**src/alf_pkg.sv**
```systemverilog
package alf_pkg;
  localparam logic [7:0] ALF_ADDR_SINK_CONTROL = 8'h11;
  localparam logic [7:0] ALF_ADDR_BLINK_TIMERS = 8'h12;
  localparam logic [7:0] ALF_ADDR_FADE_TIMERS = 8'h13;
  localparam logic [7:0] ALF_RESET_SINK_CONTROL = 8'h00;
  localparam logic [7:0] ALF_RESET_BLINK_TIMERS = 8'h00;
  localparam logic [7:0] ALF_RESET_FADE_TIMERS = 8'h00;
  localparam logic [7:0] ALF_CTL_USED_MASK = 8'h3f;
  localparam int ALF_CTL_ROW3_MODE_BIT = 5;
  localparam int ALF_CTL_COL3_MODE_BIT = 4;
  localparam int ALF_CTL_LAW_BIT = 3;
  localparam int ALF_CTL_EN3_BIT = 2;
  localparam int ALF_CTL_EN2_BIT = 1;
  localparam int ALF_CTL_EN1_BIT = 0;
  localparam int ALF_BLK_ON_LSB = 6;
  localparam int ALF_BLK_OFF3_LSB = 4;
  localparam int ALF_BLK_OFF2_LSB = 2;
  localparam int ALF_BLK_OFF1_LSB = 0;
  localparam int ALF_FADE_OUT_LSB = 4;
  localparam int ALF_FADE_IN_LSB = 0;
  localparam logic [1:0] ALF_OFF_DISABLED = 2'h0;
  localparam logic [3:0] ALF_FADE_DISABLED = 4'h0;
  // all timer figures are in tenths of a second, the base tick
  localparam int ALF_TICK_MS = 100;
  localparam int ALF_CLK_MHZ = 100;
  localparam int ALF_TICK_CYCLES = ALF_TICK_MS * 1000 * ALF_CLK_MHZ;
  localparam int ALF_LEVEL_W = 6;
  localparam int ALF_LEVEL_STEPS = 64;
  localparam logic [5:0] ALF_LEVEL_MAX = 6'h3f;
  localparam logic [5:0] ALF_ON_T00 = 6'h02;
  localparam logic [5:0] ALF_ON_T01 = 6'h06;
  localparam logic [5:0] ALF_ON_T10 = 6'h08;
  localparam logic [5:0] ALF_ON_T11 = 6'h0c;
  localparam logic [5:0] ALF_OFF_T01 = 6'h06;
  localparam logic [5:0] ALF_OFF_T10 = 6'h08;
  localparam logic [5:0] ALF_OFF_T11 = 6'h0c;
  localparam logic [5:0] ALF_FADE_SHORT_STEP = 6'h03;
  localparam logic [3:0] ALF_FADE_KNEE_CODE = 4'ha;
  localparam logic [5:0] ALF_FADE_KNEE_T = 6'h1e;
  localparam logic [5:0] ALF_FADE_LONG_STEP = 6'h05;

  typedef enum logic [1:0] {ALF_IDLE, ALF_ON, ALF_OFF} alf_blink_t;

  function automatic logic [5:0] alf_on_ticks(input logic [1:0] code);
    case (code)
      2'h0: alf_on_ticks = ALF_ON_T00;
      2'h1: alf_on_ticks = ALF_ON_T01;
      2'h2: alf_on_ticks = ALF_ON_T10;
      default: alf_on_ticks = ALF_ON_T11;
    endcase
  endfunction

  function automatic logic [5:0] alf_off_ticks(input logic [1:0] code);
    case (code)
      2'h1: alf_off_ticks = ALF_OFF_T01;
      2'h2: alf_off_ticks = ALF_OFF_T10;
      default: alf_off_ticks = ALF_OFF_T11;
    endcase
  endfunction

  function automatic logic [5:0] alf_fade_ticks(input logic [3:0] code);
    logic [5:0] c;
    c = {2'h0, code};
    if (code <= ALF_FADE_KNEE_CODE)
      alf_fade_ticks = 6'(c * ALF_FADE_SHORT_STEP);
    else
      alf_fade_ticks = 6'(ALF_FADE_KNEE_T +
        (c - {2'h0, ALF_FADE_KNEE_CODE}) * ALF_FADE_LONG_STEP);
  endfunction
endpackage

```
**src/alf_aux_sink_control.sv**
```systemverilog
`timescale 1ns/1ps
module alf_sink
  import alf_pkg::*;
(
  input wire logic mclk,
  input wire logic rstN,
  input wire logic tick,
  input wire logic fineTick,
  input wire logic enable,
  input wire logic lawSquare,
  input wire logic [1:0] onCode,
  input wire logic [1:0] offCode,
  input wire logic [3:0] fadeInCode,
  input wire logic [3:0] fadeOutCode,
  output logic [5:0] sinkLevel
);
  alf_blink_t state_q, state_d;
  logic [5:0] phaseCnt_q, phaseCnt_d;
  logic [5:0] level_q, level_d;
  logic [5:0] fadeCnt_q, fadeCnt_d;
  logic [5:0] out_q, out_d;
  logic target;
  logic [5:0] dur;
  logic [11:0] square;

  always_comb begin
    state_d = state_q;
    phaseCnt_d = phaseCnt_q;
    case (state_q)
      ALF_IDLE: begin
        if (enable) begin
          state_d = ALF_ON;
          phaseCnt_d = 6'h00;
        end
      end
      ALF_ON: begin
        if (!enable) begin
          state_d = ALF_IDLE;
        end else if (offCode == ALF_OFF_DISABLED) begin
          phaseCnt_d = 6'h00;
        end else if (tick) begin
          if (phaseCnt_q == 6'(alf_on_ticks(onCode) - 6'h01)) begin
            state_d = ALF_OFF;
            phaseCnt_d = 6'h00;
          end else begin
            phaseCnt_d = 6'(phaseCnt_q + 6'h01);
          end
        end
      end
      ALF_OFF: begin
        if (!enable) begin
          state_d = ALF_IDLE;
        end else if (offCode == ALF_OFF_DISABLED) begin
          // timer switched off mid-cycle: go back to steady on
          state_d = ALF_ON;
          phaseCnt_d = 6'h00;
        end else if (tick) begin
          if (phaseCnt_q == 6'(alf_off_ticks(offCode) - 6'h01)) begin
            state_d = ALF_ON;
            phaseCnt_d = 6'h00;
          end else begin
            phaseCnt_d = 6'(phaseCnt_q + 6'h01);
          end
        end
      end
      default: state_d = ALF_IDLE;
    endcase
  end

  always_comb begin
    target = (state_q == ALF_ON);
    dur = target ? alf_fade_ticks(fadeInCode) : alf_fade_ticks(fadeOutCode);
    level_d = level_q;
    fadeCnt_d = fadeCnt_q;
    // widen both factors first so the product keeps all twelve bits
    square = {6'h00, level_q} * {6'h00, level_q};
    if ((target && level_q != ALF_LEVEL_MAX) ||
        (!target && level_q != 6'h00)) begin
      if (dur == 6'h00) begin
        level_d = target ? ALF_LEVEL_MAX : 6'h00;
        fadeCnt_d = 6'h00;
      end else if (fineTick) begin
        // one level step per dur fine ticks: full ramp takes dur tenths
        if (fadeCnt_q >= 6'(dur - 6'h01)) begin
          fadeCnt_d = 6'h00;
          level_d = target ? 6'(level_q + 6'h01) : 6'(level_q - 6'h01);
        end else begin
          fadeCnt_d = 6'(fadeCnt_q + 6'h01);
        end
      end
    end else begin
      fadeCnt_d = 6'h00;
    end
    out_d = lawSquare ? square[11:6] : level_q;
  end

  always_ff @(posedge mclk or negedge rstN) begin
    if (!rstN) begin
      state_q <= ALF_IDLE;
      phaseCnt_q <= 6'h00;
      level_q <= 6'h00;
      fadeCnt_q <= 6'h00;
      out_q <= 6'h00;
    end else begin
      state_q <= state_d;
      phaseCnt_q <= phaseCnt_d;
      level_q <= level_d;
      fadeCnt_q <= fadeCnt_d;
      out_q <= out_d;
    end
  end

  assign sinkLevel = out_q;
endmodule

// Summary of operation
// row-three pin: mode 0 makes it sink three, 1 makes it gpio bit three
// column-three pin: mode 0 makes it sink two, 1 gpio bit seven
// fade law bit picks linear (0) or square (1) current ramp
// one enable bit per sink turns that sink on or off
// shared on-period code: 0.2, 0.6, 0.8 or 1.2 seconds
// sink three off code 00 disables blinking, sink stays on
// sink two off code 00 disables blinking, sink stays on
// sink one off code 00 disables blinking, sink stays on
// non-zero off codes give 0.6, 0.8 or 1.2 seconds off
// active off timer makes the sink alternate on and off periods
// fade-out code: 0 off, 0.3 s steps to 3.0, 0.5 s to 5.5
// fade-in code uses the same encoding as fade-out
// software sets fade times before setting any enable bit
// software keeps column-three mode 1 when that pin is not a sink
// fade up over fade-in time on enable, down over fade-out on disable
// blinking starts with on-period; fading applies at every transition
module alf_aux_sink_control
  import alf_pkg::*;
#(
  parameter int TICK_CYCLES = ALF_TICK_CYCLES
)(
  input wire logic mclk,
  input wire logic reset_n,
  input wire logic [7:0] regAddr,
  input wire logic regWrEn,
  input wire logic [7:0] regWrData,
  output logic [7:0] regRdData,
  output logic [5:0] sinkOneLevel,
  output logic [5:0] sinkTwoLevel,
  output logic [5:0] sinkThreeLevel,
  output logic rowThreePinGpio,
  output logic columnThreePinGpio
);
  localparam int FINE_CYCLES = TICK_CYCLES / ALF_LEVEL_STEPS;
  localparam int DIV_W = $clog2(FINE_CYCLES + 1);
  localparam logic [DIV_W-1:0] FINE_LAST = DIV_W'(FINE_CYCLES - 1);

  logic rstSync1_q, rstN_q;
  logic [7:0] ctl_q, ctl_d;
  logic [7:0] blk_q, blk_d;
  logic [7:0] fade_q, fade_d;
  logic [7:0] rd_q, rd_d;
  logic [DIV_W-1:0] div_q, div_d;
  logic [5:0] sub_q, sub_d;
  logic fineTick, tick;
  logic enOne, enTwo, enThree;

  // release of reset passes two flops, assertion is immediate
  always_ff @(posedge mclk or negedge reset_n) begin
    if (!reset_n) begin
      rstSync1_q <= 1'b0;
      rstN_q <= 1'b0;
    end else begin
      rstSync1_q <= 1'b1;
      rstN_q <= rstSync1_q;
    end
  end

  always_comb begin
    ctl_d = ctl_q;
    blk_d = blk_q;
    fade_d = fade_q;
    if (regWrEn) begin
      case (regAddr)
        ALF_ADDR_SINK_CONTROL: ctl_d = regWrData & ALF_CTL_USED_MASK;
        ALF_ADDR_BLINK_TIMERS: blk_d = regWrData;
        ALF_ADDR_FADE_TIMERS: fade_d = regWrData;
        default: ;
      endcase
    end
    case (regAddr)
      ALF_ADDR_SINK_CONTROL: rd_d = ctl_q;
      ALF_ADDR_BLINK_TIMERS: rd_d = blk_q;
      ALF_ADDR_FADE_TIMERS: rd_d = fade_q;
      default: rd_d = 8'h00;
    endcase
  end

  always_ff @(posedge mclk or negedge rstN_q) begin
    if (!rstN_q) begin
      ctl_q <= ALF_RESET_SINK_CONTROL;
      blk_q <= ALF_RESET_BLINK_TIMERS;
      fade_q <= ALF_RESET_FADE_TIMERS;
      rd_q <= 8'h00;
    end else begin
      ctl_q <= ctl_d;
      blk_q <= blk_d;
      fade_q <= fade_d;
      rd_q <= rd_d;
    end
  end

  // fine tick divides the tenth-second tick into one step per level
  always_comb begin
    fineTick = (div_q == FINE_LAST);
    tick = fineTick && (sub_q == ALF_LEVEL_MAX);
    div_d = fineTick ? '0 : DIV_W'(div_q + 1'b1);
    sub_d = fineTick ? 6'(sub_q + 6'h01) : sub_q;
  end

  always_ff @(posedge mclk or negedge rstN_q) begin
    if (!rstN_q) begin
      div_q <= '0;
      sub_q <= 6'h00;
    end else begin
      div_q <= div_d;
      sub_q <= sub_d;
    end
  end

  // a shared pin in gpio mode never lights its sink
  assign enOne = ctl_q[ALF_CTL_EN1_BIT];
  assign enTwo = ctl_q[ALF_CTL_EN2_BIT] & ~ctl_q[ALF_CTL_COL3_MODE_BIT];
  assign enThree = ctl_q[ALF_CTL_EN3_BIT] & ~ctl_q[ALF_CTL_ROW3_MODE_BIT];
  assign rowThreePinGpio = ctl_q[ALF_CTL_ROW3_MODE_BIT];
  assign columnThreePinGpio = ctl_q[ALF_CTL_COL3_MODE_BIT];
  assign regRdData = rd_q;

  alf_sink uSinkOne (
    .mclk(mclk), .rstN(rstN_q), .tick(tick), .fineTick(fineTick),
    .enable(enOne), .lawSquare(ctl_q[ALF_CTL_LAW_BIT]),
    .onCode(blk_q[ALF_BLK_ON_LSB +: 2]),
    .offCode(blk_q[ALF_BLK_OFF1_LSB +: 2]),
    .fadeInCode(fade_q[ALF_FADE_IN_LSB +: 4]),
    .fadeOutCode(fade_q[ALF_FADE_OUT_LSB +: 4]),
    .sinkLevel(sinkOneLevel)
  );

  alf_sink uSinkTwo (
    .mclk(mclk), .rstN(rstN_q), .tick(tick), .fineTick(fineTick),
    .enable(enTwo), .lawSquare(ctl_q[ALF_CTL_LAW_BIT]),
    .onCode(blk_q[ALF_BLK_ON_LSB +: 2]),
    .offCode(blk_q[ALF_BLK_OFF2_LSB +: 2]),
    .fadeInCode(fade_q[ALF_FADE_IN_LSB +: 4]),
    .fadeOutCode(fade_q[ALF_FADE_OUT_LSB +: 4]),
    .sinkLevel(sinkTwoLevel)
  );

  alf_sink uSinkThree (
    .mclk(mclk), .rstN(rstN_q), .tick(tick), .fineTick(fineTick),
    .enable(enThree), .lawSquare(ctl_q[ALF_CTL_LAW_BIT]),
    .onCode(blk_q[ALF_BLK_ON_LSB +: 2]),
    .offCode(blk_q[ALF_BLK_OFF3_LSB +: 2]),
    .fadeInCode(fade_q[ALF_FADE_IN_LSB +: 4]),
    .fadeOutCode(fade_q[ALF_FADE_OUT_LSB +: 4]),
    .sinkLevel(sinkThreeLevel)
  );
endmodule

```
**config.mk**
```make
export PLATFORM = sky130hd
export DESIGN_NAME = alf_aux_sink_control
export DESIGN_NICKNAME = d
export VERILOG_FILES = /design/src/alf_pkg.sv /design/src/alf_aux_sink_control.sv
export SDC_FILE = /design/constraint.sdc
export NUM_CORES = 1
export LEC_CHECK = 0
export ABC_AREA = 0
export CAP_MARGIN = 20
export CELL_PAD_IN_SITES_DETAIL_PLACEMENT = 0
export CELL_PAD_IN_SITES_GLOBAL_PLACEMENT = 1
export CORE_ASPECT_RATIO = 1.75
export CORE_UTILIZATION = 50
export CTS_BUF_LIST = sky130_fd_sc_hd__clkbuf_4
export CTS_CLUSTER_DIAMETER = 40
export CTS_CLUSTER_SIZE = 30
export DETAILED_ROUTE_END_ITERATION = 8
export DONT_BUFFER_PORTS = 1
export GPL_ROUTABILITY_DRIVEN = 1
export PLACE_DENSITY_LB_ADDON = 0.1
export SETUP_SLACK_MARGIN = 0.4
export SLEW_MARGIN = 20
export SYNTH_ARGS = -nofsm -noshare
export SYNTH_HDL_FRONTEND = slang
export SYNTH_HIERARCHICAL = 1
export SYNTH_SLANG_ARGS = --single-unit
```
**constraint.sdc**
```tcl
create_clock -name mclk -period 4.3 [get_ports mclk]
set_input_delay 0 -clock mclk [delete_from_list [all_inputs] [get_ports mclk]]
set_output_delay 0 -clock mclk [all_outputs]
set_load 0.03 [all_outputs]
```
# ---- After elaboration in Yosys (flattened, before gate mapping)
# Index checks and enable logic that the tools add are counted.
dict set report classes {
  add_sub_neg 27
  n_mul 7
  n_div 0
  magnitude_cmp 5
  eq_ne 61
  shifts 0
  n_mux 123
  n_bitwise 4
  reduce_logical 47
}
# operator count
set op_table {}
lappend op_table {{$mux 6} 84}
lappend op_table {{$sub 6x1->6 const B} 12}
lappend op_table {{$add 6x1->6 const B} 10}
lappend op_table {{$mux 2} 27}
lappend op_table {{$pmux 6 s3} 3}
lappend op_table {{$ne 3x3->1 const B} 15}
lappend op_table {{$eq 6x6->1} 6}
lappend op_table {{$mul 6x6->12} 3}
lappend op_table {{$reduce_and 6->1} 6}
lappend op_table {{$eq 8x5->1 const B} 3}
lappend op_table {{$pmux 4 s2} 3}
lappend op_table {{$pmux 8 s3} 1}
lappend op_table {{$add 18x1->18 const B} 1}
lappend op_table {{$eq 18x18->1 const B} 1}
lappend op_table {{$ge 6x6->1} 3}
lappend op_table {{$logic_not 6->1} 3}
lappend op_table {{$mux 18} 1}
lappend op_table {{$ne 6x6->1 const B} 3}
lappend op_table {{$pmux 2 s3} 3}
lappend op_table {{$reduce_bool 6->1} 3}
lappend op_table {{$ne 4x4->1 const B} 4}
lappend op_table {{$eq 2x1->1 const B} 7}
lappend op_table {{$eq 2x2->1 const B} 7}
lappend op_table {{$logic_not 2->1} 7}
lappend op_table {{21 further kinds} 58}
dict set report totals {
  ff_bits 134
  latchBits 0
  ramBits 0
  romBits 0
  input_bits 19
  output_inout_bits 28
  elab_cells 297
  n_memories 0
}

# ---- Depth between registers and ports, before layout
# Gate-level depths: netlist of run 1.
dict set report logic_depth {
  ltp_word 13
  ltp_mapped 21
  ltp_nobuf 21
}

# ---- Hierarchy
# Netlist of run 1, hierarchy kept.
# module instances cells_per_inst area_per_inst_um2 seq_area_each_um2
set modules_own_cells {}
lappend modules_own_cells {{alf_sink at uSinkTwo} 1 402 3601.0 650.6}
lappend modules_own_cells {{alf_sink at uSinkThree} 1 395 3483.3 650.6}
lappend modules_own_cells {{alf_sink at uSinkOne} 1 394 3468.3 650.6}
lappend modules_own_cells {alf_aux_sink_control 1 201 2622.5 1401.3}

# ---- Worst setup path after synthesis of run 1
# OpenSTA, ideal clock, no wires.
dict set report synth_timing {
  path_kind {reg-to-reg}
  start {register fade_q[1]}
  end {register uSinkTwo.level_q[5]}
  setup_ps 126
  arrival_time_ps 4805
  t_required_ps 4174
  path_slack_ps -631
  stages_incl_launch_ff 22
  n_path_buf 1
  synth_period_minus_slack_ps 4931
  cell_sequence {dfrtp_1 inv_1 ha_1 inv_1 ha_1 inv_1 fa_1 inv_1 ha_1 a21o_1 a21oi_1 xnor3_1 o21ai_0 xor2_1 mux2i_1 ha_1 a21oi_1 nor2b_1 or2_1 clkbuf_2 a311o_1 a221o_1}
}
dict set report synth_via {
  elab_chain_cells 9
  elab_cells_between_ends 14
  classes_between {add/sub (3); mul (2); order compare (2); mux (3); reduce/logical (4)}
}
# element line
set synth_rtl {}
lappend synth_rtl {{start: declaration} alf_aux_sink_control.sv:157} ;# logic [7:0] fade_q, fade_d;
lappend synth_rtl {{start signal: assignment} alf_aux_sink_control.sv:199} ;# fade_q <= ALF_RESET_FADE_TIMERS;
lappend synth_rtl {{start signal: assignment} alf_aux_sink_control.sv:204} ;# fade_q <= fade_d;
lappend synth_rtl {{$sub 4x4->5} alf_pkg.sv:68} ;# (c - {2'h0, ALF_FADE_KNEE_CODE}) * ALF_FADE_LONG_STEP);
lappend synth_rtl {{$mul 6x3->6} alf_pkg.sv:68}
lappend synth_rtl {{$add 5x6->6} alf_pkg.sv:67} ;# alf_fade_ticks = 6'(ALF_FADE_KNEE_T +
lappend synth_rtl {{$mux 6 (*)} alf_pkg.sv:64} ;# if (code <= ALF_FADE_KNEE_CODE)
lappend synth_rtl {{$mux 6 (*)} alf_aux_sink_control.sv:72} ;# dur = target ? alf_fade_ticks(fadeInCode) : alf_fade_ticks(fadeOutCode);
lappend synth_rtl {{$sub 6x1->6} alf_aux_sink_control.sv:84} ;# if (fadeCnt_q >= 6'(dur - 6'h01)) begin
lappend synth_rtl {{$ge 6x6->1} alf_aux_sink_control.sv:84}
lappend synth_rtl {{$reduce_bool 2->1 (no line)} -}
lappend synth_rtl {{$reduce_and 3->1 (no line)} -}
lappend synth_rtl {{end signal: assignment} alf_aux_sink_control.sv:107} ;# level_q <= level_d;
lappend synth_rtl {{end: declaration} alf_aux_sink_control.sv:19} ;# logic [5:0] level_q, level_d;
# Every way passes the cells marked *; elsewhere a longest branch is shown, timed or not.
# A chain may end at the register's enable or synchronous reset.

# ---- Final worst setup path of run 1
# Ends and elaborated chain as after synthesis.

==> results.sh, run 1 <==
export IMPL_slew_viol_final=0
export IMPL_ctsLongestPathBuffers=2
export IMPL_synth_area_um2=13180
export IMPL_cts_tree="yes"
export IMPL_start_util=0.5094
export IMPL_vias=10510
export IMPL_synth_ff_type="dfrtp_1"
export IMPL_synth_cells=1392
export IMPL_outcome="finished, violations left"
export IMPL_die_h_um=216.7
export IMPL_relSlewSlack=0.1814
export IMPL_setup_ws_ps=-86.73
export IMPL_r2r_end="uSinkTwo/level_q[5]"
export IMPL_num_rows=78
export IMPL_leakage_nw=7.641
export IMPL_drt_total_wl_mm=31.28
export IMPL_drt_pass1_iterations=6
export IMPL_numCtsBuffers=17
export IMPL_seq_area_um2=3366
export IMPL_grt_pass1_vias=11020
export IMPL_ys_types=90
export IMPL_synth_area_leaders="dfrtp_1 25%, ha_1 17%, fa_1 6.8%, xnor2_1 4.0%, xor2_1 4.0%"
export IMPL_r2r_cells=20
export IMPL_grt_pass1_wl_mm=52.39
export IMPL_worstHoldPathType="in -> async"
export IMPL_tns_ps=-237.0
export IMPL_numClockSinks=134
export IMPL_setup_violations=9
export IMPL_cp_slowest_cell="fa_1"
export IMPL_htreeDepth=4
export IMPL_failed_checks="negative setup slack"
export IMPL_busiest_layer="met2"
export IMPL_drive_gt1_frac=0.2418
export IMPL_clk_pin_slew_worst_paths_ps=130
export IMPL_antenna_found_initial=1
export IMPL_hpwl_mm=23.84
export IMPL_rsz0062_at_grt="true"
export IMPL_dieArea_um2=27030
export IMPL_ant_nets=0
export IMPL_critPathKind="reg -> reg"
export IMPL_port_buffers=0
export IMPL_grt_max_degree=68
export IMPL_rr_startpoint="fade_q[1]"
export IMPL_fin_skew_ps=21.19
export IMPL_fp_dieW_um=124.7
export IMPL_use_met1=0.2404
export IMPL_core_um2=25860
export IMPL_end_kind="register"
export IMPL_nNetsFinal=1788
export IMPL_synth_edf_count=0
export IMPL_synth_area_leader_cell="dfrtp_1"
export IMPL_ioPinCount=47
export IMPL_fin_crit_sh=1.020
export IMPL_hold_viol_final=0
export IMPL_root_buffer="clkbuf_4"
export IMPL_grt_ovfl_total=0
export IMPL_vias_per_cell=5.588
export IMPL_ys_ff_latch=134
export IMPL_startpoint_type="register"
export IMPL_powerDensity_nw_per_um2=430.1
export IMPL_grt_util_met3=0.03147
export IMPL_rrSetupSlack_ps=-90
export IMPL_seq_area_frac_synth=0.2545
export IMPL_finalCriticalPeriod_ps=4387
export IMPL_post_route_util=0.6071
export IMPL_critPathCapture="uSinkTwo/level_q[5]"
export IMPL_area_delta_synth_final_pct=19.16
export IMPL_ir_worst_vdd_mv=0.4270
export IMPL_multiInputGateArea_um2=9777
export IMPL_met2_usage=0.4855
export IMPL_critPathRequiredTime_ps=4830
export IMPL_max_freq_mhz=228.0
export IMPL_gp_congestion=0.8342
export IMPL_clock_latency_ps=630
export IMPL_syn_avg_cell_area_um2=9.465
export IMPL_path_common_cell="inv_2"
export IMPL_wl_per_cell_um=16.64
export IMPL_drc=0
export IMPL_arrival_ps=4910
export IMPL_holdWs_ps=109.0
export IMPL_synth_warnings=6
export IMPL_drt_iter0_markers=329
export IMPL_fill_cells=2239
export IMPL_maxCapViolCount=0
export IMPL_synth_fp_nets=1634
export IMPL_slowest_delay_ps=480
export IMPL_grtUsageTotal=0.2416
export IMPL_crit_chain="buf_6 -> inv_4 -> ha_4 -> inv_2 -> ha_4 -> inv_2 -> fa_1 -> inv_2 -> fa_1 -> or3_4 -> o21ai_4 -> o2111ai_2 -> xor2_1 -> mux2i_1 -> ha_1 -> a21oi_2 -> nor2b_1 -> or2_4 -> a311o_1 -> a221o_1"
export IMPL_synthArstFlopShare=1.000
export IMPL_cp_max_fo=6
export IMPL_synth_top_cell_area_share=0.2545
export IMPL_tightestPinTransition_ps=1220
export IMPL_cp_startpoint="fade_q[1]"
## what timing repair did
item / in CTS / in global routing
resized for setup: 83 / 85
hold endpoints to repair: 32 / 0
endpoints found under the setup margin: 38 / 42
cloned: 2 / 0
setup buffers: 22 / 16
pin swaps: 61 / 48
hold buffers: 26 / 0
## layer usage
| metal | vias up | part of all wire |
|---|---|---|
| li1 | 5184 | - |
| met1 | 5125 | 0.38 |
| met2 | 141 | 0.57 |
| met3 | 56 | 0.018 |
| met4 | 0 | 0.032 |
| met5 | - | 0 |
## area by class of cell
class / instances / area share
multi-input combinational: 1094 / 0.6227
timing repair buffer: 170 / 0.08981
clock inverter: 15 / 0.007651
antenna: 1 / 0.0001594
sequential: 134 / 0.2144
inverter: 129 / 0.03164
clock buffer: 17 / 0.008129
tap: 320 / 0.02550
## power by group
group          internal [mW]  switching, mW  leakage [nW]
Combinational           1.90           2.35          5.71
Sequential              1.44          0.269          1.80
Clock                  0.242          0.549         0.135
## worst min-delay path by stage
| stage | startpoint | end | slack, ps | cells past startpoint |
|---|---|---|---|---|
| final | reset_n | rstN_q | 110 | 2 |
| after global routing | reset_n | rstN_q | 90 | 2 |
| after CTS | reset_n | rstN_q | 50 | 2 |
| after detailed placement | reset_n | rstSync1_q | -300 | 0 |
| after global placement | reset_n | rstSync1_q | -300 | 0 |
| after floorplan | reset_n | rstN_q | -300 | 0 |
## per-stage QoR
stage	worst slack (ps)	area [um2]	instances	total power [mW]
6_report	-86.73	15700	1880	6.753
5_1_grt	-232.1	15700	1880	7.403
4_1_cts	-77.73	15210	1863	6.587
3_5_place_dp	-219.1	14250	1781	5.594
3_3_place_gp	-125.0	14250	1781	5.514
2_1_floorplan	-114.6	13230	1392	4.627
## cell families (layout without fill, tap and decap cells)
logic type      after synthesis  after routing  synth area share
compound gates              254            254            0.1335
xor+xnor                    125            125           0.08832
fa+ha+maj                   223            223            0.2374
buf+inv                     164            331           0.05005
flops                       134            134            0.2545
mux                          72             72           0.06325
other cells                   1              2         0.0002846
simple gates                419            419            0.1726
## sequential cells by signal, summed over array words and instances, names as in the netlist, 8 cells and up
name,flops
regRdData,8
blk_q,8
div_q,18
fade_q,8
## worst max-delay path: cells and delay by family (launching register included)
family	cells	cell delay [ps]
AOI/OAI and AO/OA	5	910
xor gates and xnor gates	1	160
adders and majority gates	5	1580
buffers and inverters	5	310
DFF	1	470
muxes	1	160
and+or+nand+nor	3	700
## cell usage in the layout (no fill, tap or decap), types with 18 or more instances in the layout
| cell type | synthesis | layout |
|---|---|---|
| inv_1 | 129 | 105 |
| nor3_1 | 35 | 27 |
| a21oi_1 | 78 | 64 |
| xor2_1 | 60 | 60 |
| inv_2 | 0 | 20 |
| nand3_1 | 21 | 21 |
| a21oi_2 | 5 | 18 |
| xnor2_1 | 60 | 56 |
| dfrtp_1 | 134 | 126 |
| a21o_1 | 21 | 21 |
| nor2_1 | 97 | 93 |
| ha_1 | 178 | 166 |
| nand2_1 | 103 | 98 |
| fa_1 | 45 | 42 |
| dlygate4sd3_1 | 0 | 26 |
| o21ai_0 | 40 | 19 |
| nand2b_1 | 22 | 22 |
| buf_4 | 4 | 129 |
| mux2i_1 | 32 | 30 |
## synth_stat cells (21+ instances only)
master,count
nor3_1,35
nor2_1,97
o21ai_0,40
xnor2_1,60
xor2_1,60
nand2_1,103
nand3_1,21
a21oi_1,78
fa_1,45
mux2i_1,32
ha_1,178
a21o_1,21
nand2b_1,22
dfrtp_1,134
inv_1,129
(Power assumes the default switching activity.)
==> inputs of run 2 (changes only) <==
--- a/config.mk
+++ b/config.mk
@@ -11,7 +11,7 @@
 export CELL_PAD_IN_SITES_GLOBAL_PLACEMENT = 1
 export CORE_ASPECT_RATIO = 1.75
 export CORE_UTILIZATION = 50
-export CTS_BUF_LIST = sky130_fd_sc_hd__clkbuf_4
+export CTS_BUF_LIST = sky130_fd_sc_hd__clkbuf_8 sky130_fd_sc_hd__clkbuf_16
 export CTS_CLUSTER_DIAMETER = 40
 export CTS_CLUSTER_SIZE = 30
 export DETAILED_ROUTE_END_ITERATION = 8
==> run 2 against run 1 <==
Against the previous run: the flow still finishes with violations (negative setup slack); cell count decreased by 0.59%; utilization grew 0.83 points; cell area grew 1.4%; routed wire length rose by 0.69%; critical path depth unchanged; die area is the same; critical path type unchanged; highest routed layer unchanged.
==> results.sh, run 2 (same netlist as run 1, synthesis figures left out) <==
export IMPL_outcome="finished, violations left"
export IMPL_failed_checks="negative setup slack"
export IMPL_powerDensity_nw_per_um2=458.2
export IMPL_diodes=0
export IMPL_critPathRequiredTime_ps=4640
export IMPL_die_h_um=216.7
export IMPL_gp_congestion=0.8342
export IMPL_r2r_end="uSinkTwo/level_q[5]"
export IMPL_drt_iter0_markers=359
export IMPL_drt_pass1_iterations=5
export IMPL_final_cell_mix="167 x ha_1, 126 x dfrtp_1, 119 x buf_4"
export IMPL_clk_pin_slew_worst_paths_ps=70
export IMPL_max_freq_mhz=229.0
export IMPL_critPathKind="reg -> reg"
export IMPL_ioPinCount=47
export IMPL_drc=0
export IMPL_hold_viol_final=0
export IMPL_num_rows=78
export IMPL_core_um2=25860
export IMPL_drive_gt1_frac=0.2363
export IMPL_numClockSinks=134
export IMPL_rsz0062_at_grt="true"
export IMPL_hpwl_mm=23.84
export IMPL_dp_slack_ps=-219.1
export IMPL_rr_startpoint="fade_q[1]"
export IMPL_grt_max_degree=68
export IMPL_port_buffers=0
export IMPL_antenna_found_initial=0
export IMPL_whs_path_depth=3
export IMPL_leakage_nw=7.715
export IMPL_vias_per_cell=5.606
export IMPL_clock_latency_ps=450
export IMPL_vias=10480
export IMPL_r2r_cells=20
export IMPL_layout_commonest_cell="ha_1"
export IMPL_setup_violations=2
export IMPL_setup_ws_ps=-66.79
export IMPL_finalCriticalPeriod_ps=4367
export IMPL_relSlewSlack=0.1634
export IMPL_start_util=0.5094
export IMPL_largest_register_ffs=18
export IMPL_cp_startpoint="fade_q[1]"
export IMPL_fin_crit_sh=1.016
export IMPL_ant_nets=0
export IMPL_fp_dieW_um=124.7
export IMPL_total_power_mw=7.293
export IMPL_arrival_ps=4700
export IMPL_drt_total_wl_mm=31.49
export IMPL_regMostFlops="div_q"
export IMPL_grtUsageTotal=0.2426
export IMPL_ir_worst_vdd_mv=0.4566
export IMPL_min_from="regAddr[0]"
export IMPL_fin_skew_ps=9.166
export IMPL_tightestPinTransition_ps=1247
export IMPL_area_delta_synth_final_pct=20.80
export IMPL_dieArea_um2=27030
export IMPL_wl_per_cell_um=16.85
export IMPL_grt_ovfl_total=0
export IMPL_grt_pass1_vias=11000
export IMPL_grt_pass1_wl_mm=52.56
export IMPL_maxCapViolCount=0
export IMPL_cts_tree="yes"
export IMPL_worstHoldPathType="in -> reg"
export IMPL_cp_max_fo=6
export IMPL_numCtsBuffers=17
export IMPL_rrSetupSlack_ps=-70
export IMPL_end_kind="register"
export IMPL_htreeDepth=4
export IMPL_nNetsFinal=1778
export IMPL_ctsLongestPathBuffers=2
export IMPL_worstHoldEndpoint="regRdData[3]"
export IMPL_startpoint_type="register"
export IMPL_slew_viol_final=0
export IMPL_root_buffer="clkbuf_16"
run 2: what timing repair did:
action | CTS | global route
resized for setup | 77 | 89
endpoints found under the hold margin | 32 | 0
cloned | 1 | 1
buffers inserted | 17 | 13
endpoints found under the setup margin | 38 | 42
hold buffers | 24 | 0
pin swaps | 50 | 76
run 2: metrics by stage:
step,TNS [ps],std cells,area [um2],util,hold slack [ps]
after CTS,-701.5,1855,15440,0.5971,26.51
after floorplan,-902.9,1392,13230,-,-295.6
after global placement,-1052,1781,14250,0.5508,-295.5
after global routing,-3664,1869,15920,0.6154,49.73
final,-87.16,1869,15920,0.6154,51.21
after detailed placement,-2614,1781,14250,0.5508,-295.5
run 2: metal layers:
metal	track usage	share of wire
met1	0.2432	0.38
met2	0.4941	0.58
met3	0.03491	0.018
met4	0.08474	0.022
met5	0	0
run 2: worst max-delay path: stages (launching register included):
cell       delay (ps)
dfrtp_2           460
buf_6             140
inv_4              50
ha_4              110
inv_2              40
ha_4              260
inv_2              30
fa_1              480
inv_2              50
fa_1              440
or3_4             360
o21ai_4            70
o2111ai_2         110
xor2_1            170
mux2i_1           160
ha_1              280
a21oi_2           130
nor2b_1            60
or2_4             270
a311o_1           270
a221o_1           310
run 2: report_power, final:
group	switching (mW)	internal, mW	total (mW)	leakage (nW)
Sequential	0.278	1.44	1.72	1.80
Clock	0.637	0.749	1.39	0.266
Combinational	2.34	1.85	4.19	5.65
run 2: cell type report:
| type | instances | area, um2 |
|---|---|---|
| flip-flops and latches | 134 | 3366 |
| well taps | 320 | 400.4 |
| clock inverters | 15 | 120.1 |
| inverters | 129 | 496.7 |
| fillers | 2220 | 9947 |
| repair buffers | 160 | 1338 |
| multi-input cells | 1094 | 9769 |
| clock buffers | 17 | 425.4 |
run 2: worst max path at each step:
stage,slack [ps],end
after floorplan,-110,uSinkTwo/level_q[5]
after global placement,-120,uSinkThree/level_q[3]
after detailed placement,-220,uSinkThree/level_q[4]
after CTS,-80,uSinkTwo/level_q[5]
after global routing,-250,uSinkOne/level_q[3]
final,-70,uSinkTwo/level_q[5]
